### src/lsl_pkg.sv
// Constants and types shared by the serial link block
package lsl_pkg;

  // ***************************************************************
  // Geometry of the link
  // ***************************************************************
  localparam int WORD_W     = 28;
  localparam int LANES      = 4;
  localparam int WORD_SLOTS = 7;
  localparam int SLOT_W     = 3;
  localparam logic [SLOT_W-1:0] LAST_SLOT = 3'h6;
  // Forwarded clock is high for the first slots of a word
  localparam logic [SLOT_W-1:0] FWD_HIGH_SLOTS = 3'h4;
  // Receive strobe stays high this many cycles after a new word
  localparam logic [SLOT_W-1:0] STROBE_HIGH = 3'h3;

  // ***************************************************************
  // Timing
  // ***************************************************************
  localparam int CLK_FREQ_HZ  = 100_000_000;
  localparam int LOCK_TIME_MS = 10;
  localparam int LOCK_CYCLES  = (LOCK_TIME_MS * (CLK_FREQ_HZ / 1000));
  localparam int LOCK_CNT_W   = 20;

  // ***************************************************************
  // Transmit power states
  // ***************************************************************
  typedef enum logic [2:0] {
    TX_SLEEP = 3'b001,
    TX_LOCK  = 3'b010,
    TX_RUN   = 3'b100
  } lsl_tx_state_t;

  typedef struct packed {
    // Transmit input synchronisers
    logic                  txClkS1;
    logic                  txClkS2;
    logic                  txClkPrev;
    logic [WORD_W-1:0]     txInS1;
    logic [WORD_W-1:0]     txInS2;
    logic                  txSleepS1;
    logic                  txSleepS2;
    // Transmit core
    lsl_tx_state_t         txState;
    logic [LOCK_CNT_W-1:0] lockCnt;
    logic [WORD_W-1:0]     txWord;
    logic [SLOT_W-1:0]     txSlot;
    logic                  txActive;
    logic [LANES-1:0]      txLaneP;
    logic [LANES-1:0]      txLaneN;
    logic                  txOe;
    logic                  fwdP;
    logic                  fwdN;
    // Receive input synchronisers
    logic [LANES-1:0]      rxLaneS1;
    logic [LANES-1:0]      rxLaneS2;
    logic                  rxFwdS1;
    logic                  rxFwdS2;
    logic                  rxFwdPrev;
    logic                  rxSleepS1;
    logic                  rxSleepS2;
    // Receive core
    logic [WORD_W-1:0]     rxShift;
    logic [SLOT_W-1:0]     rxCnt;
    logic                  rxBusy;
    logic [WORD_W-1:0]     rx_parallel_out;
    logic                  rxStrobe;
    logic [SLOT_W-1:0]     strobeCnt;
  } lsl_state_t;

endpackage

### src/lsl_serdes_link.sv
// Transmit serializer and receive deserializer of the 28-bit serial link
`timescale 1ns/1ps
`default_nettype none

module lsl_serdes_link
  import lsl_pkg::*;
#(
  parameter int LOCK_WAIT = lsl_pkg::LOCK_CYCLES
) (
  // Clock and reset
  input  wire logic                       sys_clk,
  input  wire logic                       srst,
  // Transmit parallel side
  input  wire logic [lsl_pkg::WORD_W-1:0] txParallelIn,
  input  wire logic                       txWordClock,
  input  wire logic                       txSleep_n,
  // Transmit serial side
  output var  logic [lsl_pkg::LANES-1:0]  txSerialLaneP,
  output var  logic [lsl_pkg::LANES-1:0]  txSerialLaneN,
  output var  logic                       txSerialLaneOe,
  output var  logic                       fwdClockP,
  output var  logic                       fwdClockN,
  output var  logic                       fwdClockOe,
  // Receive serial side
  input  wire logic [lsl_pkg::LANES-1:0]  rxSerialLaneP,
  input  wire logic                       rxFwdClockP,
  input  wire logic                       rxSleep_n,
  // Receive parallel side
  output var  logic [lsl_pkg::WORD_W-1:0] rxParallelOut,
  output var  logic                       rxWordStrobe
);
  import lsl_pkg::*;

  lsl_state_t st_ff;
  lsl_state_t nxt_st;
  logic       txEdge;
  logic       rxEdge;

  assign txEdge = st_ff.txClkS2 & ~st_ff.txClkPrev;
  assign rxEdge = st_ff.rxFwdS2 & ~st_ff.rxFwdPrev;

  // ***************************************************************
  // Next state
  // ***************************************************************
  always_comb begin
    nxt_st = st_ff;
    // Two-stage synchronisers on every pin input except srst
    nxt_st.txClkS1   = txWordClock;
    nxt_st.txClkS2   = st_ff.txClkS1;
    nxt_st.txClkPrev = st_ff.txClkS2;
    nxt_st.txInS1    = txParallelIn;
    nxt_st.txInS2    = st_ff.txInS1;
    nxt_st.txSleepS1 = txSleep_n;
    nxt_st.txSleepS2 = st_ff.txSleepS1;
    nxt_st.rxLaneS1  = rxSerialLaneP;
    nxt_st.rxLaneS2  = st_ff.rxLaneS1;
    nxt_st.rxFwdS1   = rxFwdClockP;
    nxt_st.rxFwdS2   = st_ff.rxFwdS1;
    nxt_st.rxFwdPrev = st_ff.rxFwdS2;
    nxt_st.rxSleepS1 = rxSleep_n;
    nxt_st.rxSleepS2 = st_ff.rxSleepS1;

    // Transmit power and lock sequencing
    unique case (st_ff.txState)
      TX_SLEEP: begin
        nxt_st.lockCnt = '0;
        if (st_ff.txSleepS2) begin
          nxt_st.txState = TX_LOCK;
        end
      end
      TX_LOCK: begin
        if (st_ff.lockCnt == LOCK_CNT_W'(LOCK_WAIT - 1)) begin
          nxt_st.txState = TX_RUN;
        end else begin
          nxt_st.lockCnt = st_ff.lockCnt + 1'b1;
        end
      end
      TX_RUN: begin
      end
      default: begin
        nxt_st.txState = TX_SLEEP;
      end
    endcase
    if (!st_ff.txSleepS2) begin
      nxt_st.txState = TX_SLEEP;
      nxt_st.lockCnt = '0;
    end

    // Word capture and slot walk, one bit per cycle per lane
    if (txEdge && st_ff.txState == TX_RUN) begin
      nxt_st.txWord   = st_ff.txInS2;
      nxt_st.txSlot   = '0;
      nxt_st.txActive = 1'b1;
    end else if (st_ff.txActive) begin
      if (st_ff.txSlot == LAST_SLOT) begin
        nxt_st.txActive = 1'b0;
      end else begin
        nxt_st.txSlot = st_ff.txSlot + 1'b1;
      end
    end
    if (nxt_st.txState != TX_RUN) begin
      nxt_st.txActive = 1'b0;
    end

    // Serial outputs; quiet but driven during lock, released in sleep
    for (int l = 0; l < LANES; l++) begin
      nxt_st.txLaneP[l] = nxt_st.txActive
                          & nxt_st.txWord[l*WORD_SLOTS + int'(nxt_st.txSlot)];
    end
    nxt_st.txLaneN = ~nxt_st.txLaneP;
    nxt_st.fwdP    = nxt_st.txActive && (nxt_st.txSlot < FWD_HIGH_SLOTS);
    nxt_st.fwdN    = ~nxt_st.fwdP;
    nxt_st.txOe    = (nxt_st.txState != TX_SLEEP);

    // Receive: slot 0 arrives with the rise of the forwarded clock
    if (!st_ff.rxSleepS2) begin
      nxt_st.rxBusy   = 1'b0;
      nxt_st.rxStrobe = 1'b0;
    end else begin
      if (rxEdge) begin
        for (int l = 0; l < LANES; l++) begin
          nxt_st.rxShift[l*WORD_SLOTS] = st_ff.rxLaneS2[l];
        end
        nxt_st.rxCnt  = 3'h1;
        nxt_st.rxBusy = 1'b1;
      end else if (st_ff.rxBusy) begin
        for (int l = 0; l < LANES; l++) begin
          nxt_st.rxShift[l*WORD_SLOTS + int'(st_ff.rxCnt)] = st_ff.rxLaneS2[l];
        end
        if (st_ff.rxCnt == LAST_SLOT) begin
          nxt_st.rxBusy    = 1'b0;
          nxt_st.rx_parallel_out     = nxt_st.rxShift;
          nxt_st.rxStrobe  = 1'b1;
          nxt_st.strobeCnt = '0;
        end else begin
          nxt_st.rxCnt = st_ff.rxCnt + 1'b1;
        end
      end
      if (st_ff.rxStrobe && !(st_ff.rxBusy && st_ff.rxCnt == LAST_SLOT)) begin
        if (st_ff.strobeCnt == STROBE_HIGH - 3'h1) begin
          nxt_st.rxStrobe = 1'b0;
        end else begin
          nxt_st.strobeCnt = st_ff.strobeCnt + 1'b1;
        end
      end
    end
  end

  // ***************************************************************
  // State register
  // ***************************************************************
  always_ff @(posedge sys_clk) begin
    if (srst) begin
      st_ff         <= '0;
      st_ff.txState <= TX_SLEEP;
      st_ff.txLaneN <= '1;
      st_ff.fwdN    <= 1'b1;
    end else begin
      st_ff <= nxt_st;
    end
  end

  assign txSerialLaneP  = st_ff.txLaneP;
  assign txSerialLaneN  = st_ff.txLaneN;
  assign txSerialLaneOe = st_ff.txOe;
  assign fwdClockP      = st_ff.fwdP;
  assign fwdClockN      = st_ff.fwdN;
  assign fwdClockOe     = st_ff.txOe;
  assign rxParallelOut  = st_ff.rx_parallel_out;
  assign rxWordStrobe   = st_ff.rxStrobe;
endmodule
`default_nettype wire

### config.mk
export PLATFORM = sky130hd
export DESIGN_NAME = lsl_serdes_link
export DESIGN_NICKNAME = d
export VERILOG_FILES = /design/src/lsl_pkg.sv /design/src/lsl_serdes_link.sv
export SDC_FILE = /design/constraint.sdc
export NUM_CORES = 1
export LEC_CHECK = 0
export ABC_AREA = 1
export BUFFER_PORTS_ARGS = -buffer_cell sky130_fd_sc_hd__buf_2
export CAP_MARGIN = 40
export CORE_MARGIN = 2
export CORE_UTILIZATION = 50
export DETAILED_ROUTE_END_ITERATION = 6
export GPL_ROUTABILITY_DRIVEN = 0
export PLACE_DENSITY = 0.71
export SYNTH_ARGS = -nofsm -noshare
export SYNTH_HDL_FRONTEND = slang
export SYNTH_SLANG_ARGS = --single-unit
### constraint.sdc
create_clock -name sys_clk -period 2.1 [get_ports sys_clk]
set_input_delay 0.105 -clock sys_clk [delete_from_list [all_inputs] [get_ports sys_clk]]
set_output_delay 0.105 -clock sys_clk [all_outputs]
set_load 0.05 [all_outputs]
==> run_results.csv, run 1 <==
group,metric,value,unit
drt,drc,0,
placed_design,place_ws,0.007933,ns
cts,clk_latency,0.51,ns
cts,cts_max_level,1,
min_path,min_path_type,"in2reg",
run_status,status,"complete, no violations",
sta,fin_ws,0.1608,ns
die,die_area,0.02000,mm2
worst_setup_path,path_cells,"inv_2 -> ha_1 -> nand2_1 -> nand2_1 -> inv_1 -> nor2_1 -> nand2_1 -> o211ai_1 -> o21ai_0 -> o21ai_0 -> inv_1",
worst_setup_path,cp-end-kind,"flop",
die,num_rows,50,
sta,hold_viol_final,0,
cts,clkTransAtPathRegs,0.06,ns
die,die_w,141.4,um
placed_design,io_buffer_count,78,
worst_setup_path,cp_common_cell,"nand2_1",
cts,cts-root-buf,"clkbuf_16",
grt,overflow,0,
power,power_leakage,5.186,nW
cts,cts_sinks,204,
grt,grt_pass1_vias,7576,
worst_setup_path,required,2.50,ns
drt,dr.first_iter.drc_count,478,
layout,drive_gt1_share,13.32,%
die,io_pins,79,
drt,routed_wl,20.86,mm
layout,fillers,1702,
sta,min_period_over_period,92.34,%
layout,fin_util,59.48,%
layout,fin_nets,1500,
synthesis,ys.flop_type,"dfxtp_1",
cts,cts_tree,"done",
sta,slew_headroom,44.09,%
sta,hold_ws,0.3270,ns
sta,tns,0,ns
layout,syn2layout_area_growth,17.42,%
grt,grt_usage,20.65,%
sta,finalCriticalPeriod,1.939,ns
layout,diodes,0,
grt,grt_antenna_before_repair,0,
worst_setup_path,rrSetupSlack,0.16,ns
synthesis,async_flop_share,0,%
synthesis,ys_seq_elements,204,
worst_setup_path,critPathMaxStageDelay,0.32,ns
drt,vias,8292,
sta,worstMarginPinSlew,0.8378,ns
synthesis,synthTopCellsByArea,"dfxtp_1 43%, nand2_1 10%, inv_1 9.2%, nor2_1 7.5%, o21ai_0 5.3%",
sta,max_clock_freq,515.7,MHz
power,power.density,720.4,mW/mm2
sta,grt_setup_unrepaired,"true",
worst_setup_path,path_class,"reg2reg",
job,cap_viol_max_count,0,
synthesis,synth_edf_count,0,
die,fp.dieH,141.4,um
drt,wire_per_inst,12.34,um
cts,cts_setup_buffers,0,
synthesis,yosys.area.top_type,"dfxtp_1",
worst_setup_path,slowest_stage,"dfxtp_1",
cts,cts_inserted_buffers,23,
sta,finClkSkew,0.01190,ns
worst_setup_path,critPathArrivalTime,2.34,ns
cts,ctsLongestPathBuffers,3,
drt,antenna_left,0,
synthesis,synth_area,0.009444,mm2
synthesis,seq_area_frac_synth,43.24,%
power,peakVddDrop,0.6536,mV
worst_setup_path,critical_path.max_fanout,6,
synthesis,synth.distinct_cells,40,
synthesis,yosys_warnings,0,
synthesis,syn_nets,1406,
drt,first_pass_iters,5,
worst_setup_path,critPathLaunchType,"flop",
sta,finalSetupViolCount,0,
die,core_area,0.01864,mm2
sta,maxSlewViolCount,0,
synthesis,netlist_instances,1349,
die,initial_core_util,50.66,%
placed_design,dp_hpwl,14.10,mm
synthesis,synth.avg_cell_area,7.001,um2
grt,grt_pass1_wl,34.61,mm
synthesis,netlist.area_leader.share,43.24,%
drt,routed_via_density,4.904,
grt,grt_max_degree,86,
-- timing repair --
action,4_1_cts,5_1_grt
gates resized for setup,1,20
cloned,0,0
hold buffers,37,0
hold endpoints to repair,40,0
endpoints found under the setup margin,4,30
-- synth_stat cells (3+ instances only) --
cell type and count:
nand2_1 257, inv_1 232, dfxtp_1 204, nor2_1 189, o21ai_0 100, nand3_1 78
a21oi_1 71, buf_4 39, clkbuf_1 24, buf_2 20, nand4_1 20, ha_1 19
nor3_1 12, o211ai_1 11, a31oi_1 7, o21ai_2 7, xor2_1 6, nor2_4 5
o21ai_1 5, o21bai_1 5, or2_2 5, a211oi_1 3, buf_1 3, inv_2 3
o21a_1 3
-- power by group --
group	internal (mW)	leakage, nW	switching, mW
sequential	3.94	1.66	0.0270
clock	2.17	0.340	1.53
combinational	0.141	3.19	0.184
-- final timing paths --
| kind | startpoint | end | cells after the start |
|---|---|---|---|
| setup / recovery | st_ff[34]$_SDFFE_PP0P_ | rxParallelOut[8]$_SDFFE_PP0P_ | 11 |
| hold / removal | txParallelIn[3] | nxt_st[148]$_SDFF_PP0_ | 4 |
| setup reg to reg | st_ff[34]$_SDFFE_PP0P_ | rxParallelOut[8]$_SDFFE_PP0P_ | 11 |
| hold reg to reg | nxt_st[167]$_SDFF_PP0_ | st_ff[167]$_SDFF_PP0_ | 2 |
-- through the flow --
step | total power [mW] | cell area (um2) | std cells
finish | 7.989 | 11090 | 1691
global route | 8.264 | 11090 | 1691
CTS | 8.078 | 11040 | 1691
detailed placement | 4.317 | 9973 | 1615
global placement | 4.308 | 9946 | 1614
floorplan | 4.205 | 9444 | 1349
-- metal layers --
layer  global-route usage [%]  up-vias  wire length (um)
met2                    35.31      207              9664
met3                    3.746       39              1145
met5                        0        -                 0
li1                         -     4360                 -
met4                    6.000        0               429
met1                    26.76     3686              9622
-- flip-flops by register name, summed over array words and instances, names as in the netlist --
register / flops
fwdClockOe: 1
txSerialLaneP: 4
fwdClockN: 1
nxt_st: 38
rxWordStrobe: 1
st_ff: 126
fwdClockP: 1
rxParallelOut: 28
txSerialLaneN: 4
-- placed cells by master (no fill, tap or decap), types with 6 or more instances in the layout --
master / n
dlygate4sd3_1: 37
buf_4: 39
o21ai_1: 13
nand2_1: 257
a31oi_1: 7
inv_2: 6
buf_2: 77
xor2_1: 6
nor2_1: 188
a21oi_1: 71
nor2_4: 6
nand3_1: 78
dfxtp_1: 203
o211ai_1: 11
inv_1: 229
clkbuf_1: 6
nor3_1: 12
clkbuf_16: 23
nand4_1: 20
o21ai_2: 8
ha_1: 16
o21ai_0: 91
-- logic make-up after synthesis --
family	count (synthesis)	share of synthesized area, %
adder cells (fa/ha/maj)	19	2.517
buffers and inverters	324	14.85
AO/OA/AOI/OAI	219	12.78
AND/OR/NAND/NOR	576	25.95
XOR/XNOR	7	0.6492
flip-flops	204	43.24
-- area by class of cell --
class | instances | area [um2] | share of cell area (%)
flip-flops and latches | 204 | 4085 | 36.84
multi-input cells | 821 | 4006 | 36.13
well taps | 234 | 292.8 | 2.640
clock inverters | 9 | 80.08 | 0.7221
clock buffers | 30 | 611.8 | 5.517
inverters | 236 | 885.9 | 7.988
repair buffers | 157 | 1127 | 10.17
-- worst max-delay path, delay by kind of cell (launching register included) --
| family | cells | cell delay (ns) |
|---|---|---|
| buf+inv | 3 | 0.31 |
| simple gates | 4 | 0.52 |
| flops | 1 | 0.32 |
| fa+ha+maj | 1 | 0.19 |
| compound gates | 3 | 0.49 |
Note: power is estimated with default switching activity, not from simulation.
==> inputs of run 2 (changes only) <==
--- a/config.mk
+++ b/config.mk
@@ -6,13 +6,14 @@
 export NUM_CORES = 1
 export LEC_CHECK = 0
 export ABC_AREA = 1
-export BUFFER_PORTS_ARGS = -buffer_cell sky130_fd_sc_hd__buf_2
 export CAP_MARGIN = 40
 export CORE_MARGIN = 2
 export CORE_UTILIZATION = 50
 export DETAILED_ROUTE_END_ITERATION = 6
+export DONT_BUFFER_PORTS = 1
 export GPL_ROUTABILITY_DRIVEN = 0
-export PLACE_DENSITY = 0.71
+export PLACE_DENSITY = 0.68
+export RECOVER_POWER = 25
 export SYNTH_ARGS = -nofsm -noshare
 export SYNTH_HDL_FRONTEND = slang
 export SYNTH_SLANG_ARGS = --single-unit
==> run 2 against run 1 <==
  * First-iteration DRC count up 21%
  * Worst setup slack worse by 0.0093 ns
  * Global-route usage up 1.1 points
  * Total power up 6.1%
  * Critical path depth up 3
  * Sequential cell count unchanged
  * Worst hold slack worse by 0.29 ns
  * Largest power group is now clock
  * Maximum frequency down 0.48%
==> run_results.csv, run 2 (same netlist as run 1, synthesis figures left out) <==
group,metric,value,unit
worst_setup_path,slowest_stage,"dfxtp_1",
cts,cts-root-buf,"clkbuf_16",
layout,fin_nets,1450,
sta,max_clock_freq,513.2,MHz
layout,final_common_cell,"nand2_1",
cts,ctsLongestPathBuffers,3,
worst_setup_path,critPathArrivalTime,2.39,ns
sta,slew_headroom,55.55,%
worst_setup_path,critPathLaunchType,"flop",
die,io_pins,79,
die,fp.dieH,141.4,um
worst_setup_path,critical_path.max_fanout,30,
grt,grt_max_degree,112,
sta,grt_setup_unrepaired,"true",
grt,overflow,0,
sta,finClkSkew,0.007335,ns
sta,finalCriticalPeriod,1.949,ns
run_status,status,"complete, no violations",
drt,routed_wl,21.66,mm
power,power.density,763.3,mW/mm2
die,num_rows,50,
die,initial_core_util,50.66,%
cts,clk_latency,0.51,ns
layout,syn2layout_area_growth,17.62,%
drt,dr.first_iter.drc_count,577,
die,core_area,0.01864,mm2
sta,finalSetupViolCount,0,
worst_setup_path,worst_path_dominant_cell_family,"simple AND/OR/NAND/NOR gates",
placed_design,dp_hpwl,13.82,mm
cts,clkTransAtPathRegs,0.06,ns
layout,drive_gt1_share,8.304,%
grt,grt_pass1_wl,36.18,mm
sta,min_period_over_period,92.79,%
sta,tns,0,ns
drt,first_pass_iters,4,
drt,antenna_left,0,
cts,cts_max_level,1,
cts,cts_setup_buffers,0,
drt,vias,8138,
worst_setup_path,path_class,"reg2reg",
layout,finalInstanceArea,0.01111,mm2
job,cap_viol_max_count,0,
placed_design,io_buffer_count,0,
power,power_leakage,5.062,nW
layout,final_cell_mix,"257 x nand2_1, 231 x inv_1, 204 x dfxtp_1",
die,die_w,141.4,um
power,total_power,8.479,mW
worst_setup_path,path_buf_inv,2,
placed_design,dpl_cell_area,0.009558,mm2
worst_setup_path,required,2.55,ns
worst_setup_path,cp-end-kind,"flop",
cts,cts_inserted_buffers,23,
drt,drc,0,
grt,grt_antenna_before_repair,0,
worst_setup_path,cp_common_cell,"nand2_1",
drt,routed_via_density,4.953,
grt,grt_usage,21.70,%
sta,hold_ws,0.03444,ns
sta,worstMarginPinSlew,0.6660,ns
worst_setup_path,critPathMaxStageDelay,0.35,ns
layout,regMostFlops,"st_ff",
cts,cts_tree,"done",
layout,diodes,0,
grt,grt_pass1_vias,7607,
layout,fin_util,59.58,%
die,die_area,0.02000,mm2
min_path,min_path_type,"in2reg",
cts,cts_sinks,204,
sta,maxSlewViolCount,0,
layout,largest_reg_flops,126,
worst_setup_path,path_cells,"inv_1 -> ha_1 -> nand2_1 -> nand2_1 -> nand2_1 -> nand2_1 -> nor2_2 -> buf_12 -> nand2_1 -> nand3_1 -> nand3_1 -> nand3_1 -> nand2_1 -> nor2_1",
drt,wire_per_inst,13.18,um
power,peakVddDrop,0.7784,mV
sta,hold_viol_final,0,
-- run 2: cell count changes in the layout (fill, tap and decap cells not counted), moves of 3 or more --
cell,previous run,this run
o21ai_1,13,9
buf_2,77,0
o21ai_0,91,96
dlygate4sd3_1,37,67
buf_4,39,35
bufinv_16,1,4
clkbuf_8,1,4
-- run 2: routing by layer --
layer  GRT usage, %  part of all wire [%]  vias up
li1               -                     -     4255
met1          28.61                    47     3692
met2          37.53                    47      171
met3          3.240                   4.7       20
met4          5.316                   1.4        0
met5              0                     0        -
-- run 2: cell type report --
class                      count  area [um2]
clock buffer                  31       645.6
clock inverter                10       156.4
fill                        1711        7535
inverter                     236       885.9
multi-input combinational    821        4008
sequential                   204        4084
tap                          234       292.8
timing repair buffer         107        1036
-- run 2: final timing paths --
path | startpoint | endpoint | slack, ns | cells past startpoint
worst min register to register | nxt_st[152]$_SDFF_PP0_ | st_ff[152]$_SDFF_PP0_ | 0.40 | 2
worst max register to register | st_ff[89]$_SDFF_PP0_ | txSerialLaneP[1]$_SDFF_PP0_ | 0.15 | 14
worst min-delay path | srst | st_ff[89]$_SDFF_PP0_ | 0.03 | 2
worst max-delay path | st_ff[89]$_SDFF_PP0_ | txSerialLaneP[1]$_SDFF_PP0_ | 0.15 | 14
-- run 2: stage by stage --
step	cells	setup WS (ns)
3_5_place_dp	1534	-0.01245
3_3_place_gp	1533	0.08245
2_1_floorplan	1349	0.02138
4_1_cts	1643	0.03359
5_1_grt	1643	-0.07901
6_report	1643	0.1515
-- run 2: report_power, final --
part / internal [mW] / total (mW) / switching [mW]
clock: 2.64 / 4.20 / 1.56
sequential: 3.94 / 3.97 / 0.0268
combinational: 0.136 / 0.309 / 0.173
-- run 2: timing repair --
action	CTS	global route
hold buffers	68	0
resized for setup	1	12
setup endpoints to repair	1	34
hold endpoints to repair	146	0
==> inputs of run 3 (changes only) <==
--- a/config.mk
+++ b/config.mk
@@ -8,11 +8,10 @@
 export ABC_AREA = 1
 export CAP_MARGIN = 40
 export CORE_MARGIN = 2
-export CORE_UTILIZATION = 50
+export CORE_UTILIZATION = 30
 export DETAILED_ROUTE_END_ITERATION = 6
 export DONT_BUFFER_PORTS = 1
 export GPL_ROUTABILITY_DRIVEN = 0
-export PLACE_DENSITY = 0.68
 export RECOVER_POWER = 25
 export SYNTH_ARGS = -nofsm -noshare
 export SYNTH_HDL_FRONTEND = slang
==> run 3 against run 2 <==
  * Critical path depth down 1
  * Sequential cell count unchanged
  * Clock skew up 0.013 ns
  * Register-to-register slack better by 0.04 ns
  * Critical endpoint unchanged
  * Critical path type unchanged
  * Largest power group unchanged
==> run_results.csv, run 3 (same netlist as run 1, synthesis figures left out) <==
group,metric,value,unit
cts,clkTransAtPathRegs,0.06,ns
sta,slew_headroom,52.91,%
worst_setup_path,path_class,"reg2reg",
sta,max_clock_freq,524.6,MHz
power,peakVddDrop,0.5411,mV
run_status,status,"complete, no violations",
sta,maxSlewViolCount,0,
layout,final_common_cell,"nand2_1",
drt,routed_wl,22.51,mm
cts,cts-root-buf,"clkbuf_16",
grt,grt_pass1_vias,7664,
sta,finClkSkew,0.02043,ns
layout,stdcell_count,1818,
layout,final_cell_mix,"256 x nand2_1, 230 x inv_1, 203 x dfxtp_1",
layout,drive_gt1_share,9.423,%
grt,grt_max_degree,110,
drt,first_pass_iters,6,
cts,cts_sinks,204,
placed_design,place_ws,-0.01716,ns
die,io_pins,79,
sta,hold_viol_final,0,
drt,routed_via_density,4.521,
layout,regMostFlops,"st_ff",
worst_setup_path,cp-end-kind,"flop",
cts,ctsLongestPathBuffers,3,
cts,cts_tree,"done",
sta,worstMarginPinSlew,0.7056,ns
drt,vias,8220,
die,num_rows,64,
drt,antenna_left,0,
layout,fin_nets,1462,
power,power.density,771.9,mW/mm2
worst_setup_path,critical_path.max_fanout,8,
sta,finalCriticalPeriod,1.906,ns
cts,cts_setup_buffers,0,
worst_setup_path,regToRegStartpoint,"st_ff[89]$_SDFF_PP0_",
cts,cts_inserted_buffers,25,
grt,grt_pass1_wl,37.76,mm
placed_design,dp_hpwl,15.03,mm
cts,clk_latency,0.52,ns
grt,grt_antenna_before_repair,0,
die,die_area,0.03292,mm2
drt,wire_per_inst,12.38,um
die,core_area,0.03083,mm2
cts,cts_max_level,1,
drt,dr.first_iter.drc_count,445,
min_path,hold_start,"srst",
power,power_leakage,5.134,nW
die,die_w,181.4,um
sta,finalSetupViolCount,0,
grt,overflow,0,
placed_design,io_buffer_count,0,
layout,largest_reg_flops,126,
die,fp.dieH,181.4,um
die,initial_core_util,30.63,%
job,cap_viol_max_count,0,
layout,diodes,0,
drt,drc,0,
min_path,min_path_type,"in2reg",
worst_setup_path,critPathArrivalTime,2.32,ns
placed_design,post-place-cells,1704,
sta,min_period_over_period,90.76,%
worst_setup_path,required,2.52,ns
sta,fin_ws,0.1940,ns
worst_setup_path,crit_path_start,"st_ff[89]$_SDFF_PP0_",
sta,grt_setup_unrepaired,"true",
grt,grt_usage,13.64,%
layout,syn2layout_area_growth,21.29,%
worst_setup_path,critPathLaunchType,"flop",
-- run 3: path summary, 6_finish.rpt --
check / to / slack, ns / cells after the start
max: txSerialLaneP[1]$_SDFF_PP0_ / 0.19 / 13
max reg2reg: txSerialLaneP[1]$_SDFF_PP0_ / 0.19 / 13
min reg2reg: st_ff[152]$_SDFF_PP0_ / 0.40 / 2
min: st_ff[112]$_SDFF_PP0_ / 0.06 / 2
-- run 3: area by class of cell --
class	count	area [um2]
inverter	236	885.9
clock inverter	11	175.2
sequential	204	4085
clock buffer	33	715.7
multi-input combinational	821	4025
timing repair buffer	117	1072
fill	3150	19370
tap	396	495.5
-- run 3: where the power goes --
part | total, mW | internal (mW) | leakage [nW] | switching [mW]
logic | 0.311 | 0.140 | 3.04 | 0.171
clock network | 4.56 | 2.89 | 0.432 | 1.67
registers | 3.97 | 3.94 | 1.66 | 0.0283
-- run 3: per-stage QoR --
stage / instance area [um2] / hold slack, ns / power, mW / utilization, % / TNS (ns)
after floorplan: 9444 / 0.2120 / 4.205 / - / 0
after global placement: 9776 / 0.1907 / 4.223 / 31.71 / 0
after detailed placement: 9776 / 0.1922 / 4.225 / 31.71 / -0.02665
after CTS: 11380 / 0.02074 / 8.974 / 36.90 / 0
after global routing: 11450 / 0.06316 / 9.180 / 37.16 / -0.1283
final: 11450 / 0.05693 / 8.842 / 37.16 / 0
-- run 3: routing by layer --
layer  GRT usage [%]  share of wire (%)  wire (um)
met3           1.986                4.2        939
met4           3.707                2.2        503
met1           18.85                 50      11190
met2           22.21                 44       9871
met5               0                  0          0
-- run 3: critical path, cell delays in order, from the launching register on --
cell and delay, ns:
dfxtp_2 0.34, inv_1 0.06, ha_1 0.29, nand2_1 0.07, o21ai_1 0.09, nor2_4 0.11, inv_2 0.06, ha_4 0.25
inv_2 0.12, nand3_1 0.10, nand3_1 0.09, nand3_1 0.11, nand2_1 0.08, nor2_1 0.03
-- run 3: what timing repair did --
| item | 4_1_cts | 5_1_grt |
|---|---|---|
| hold endpoints to repair | 151 | 0 |
| endpoints found under the setup margin | 4 | 25 |
| gates cloned | 0 | 1 |
| gates resized for setup | 1 | 23 |
| hold buffers | 69 | 0 |
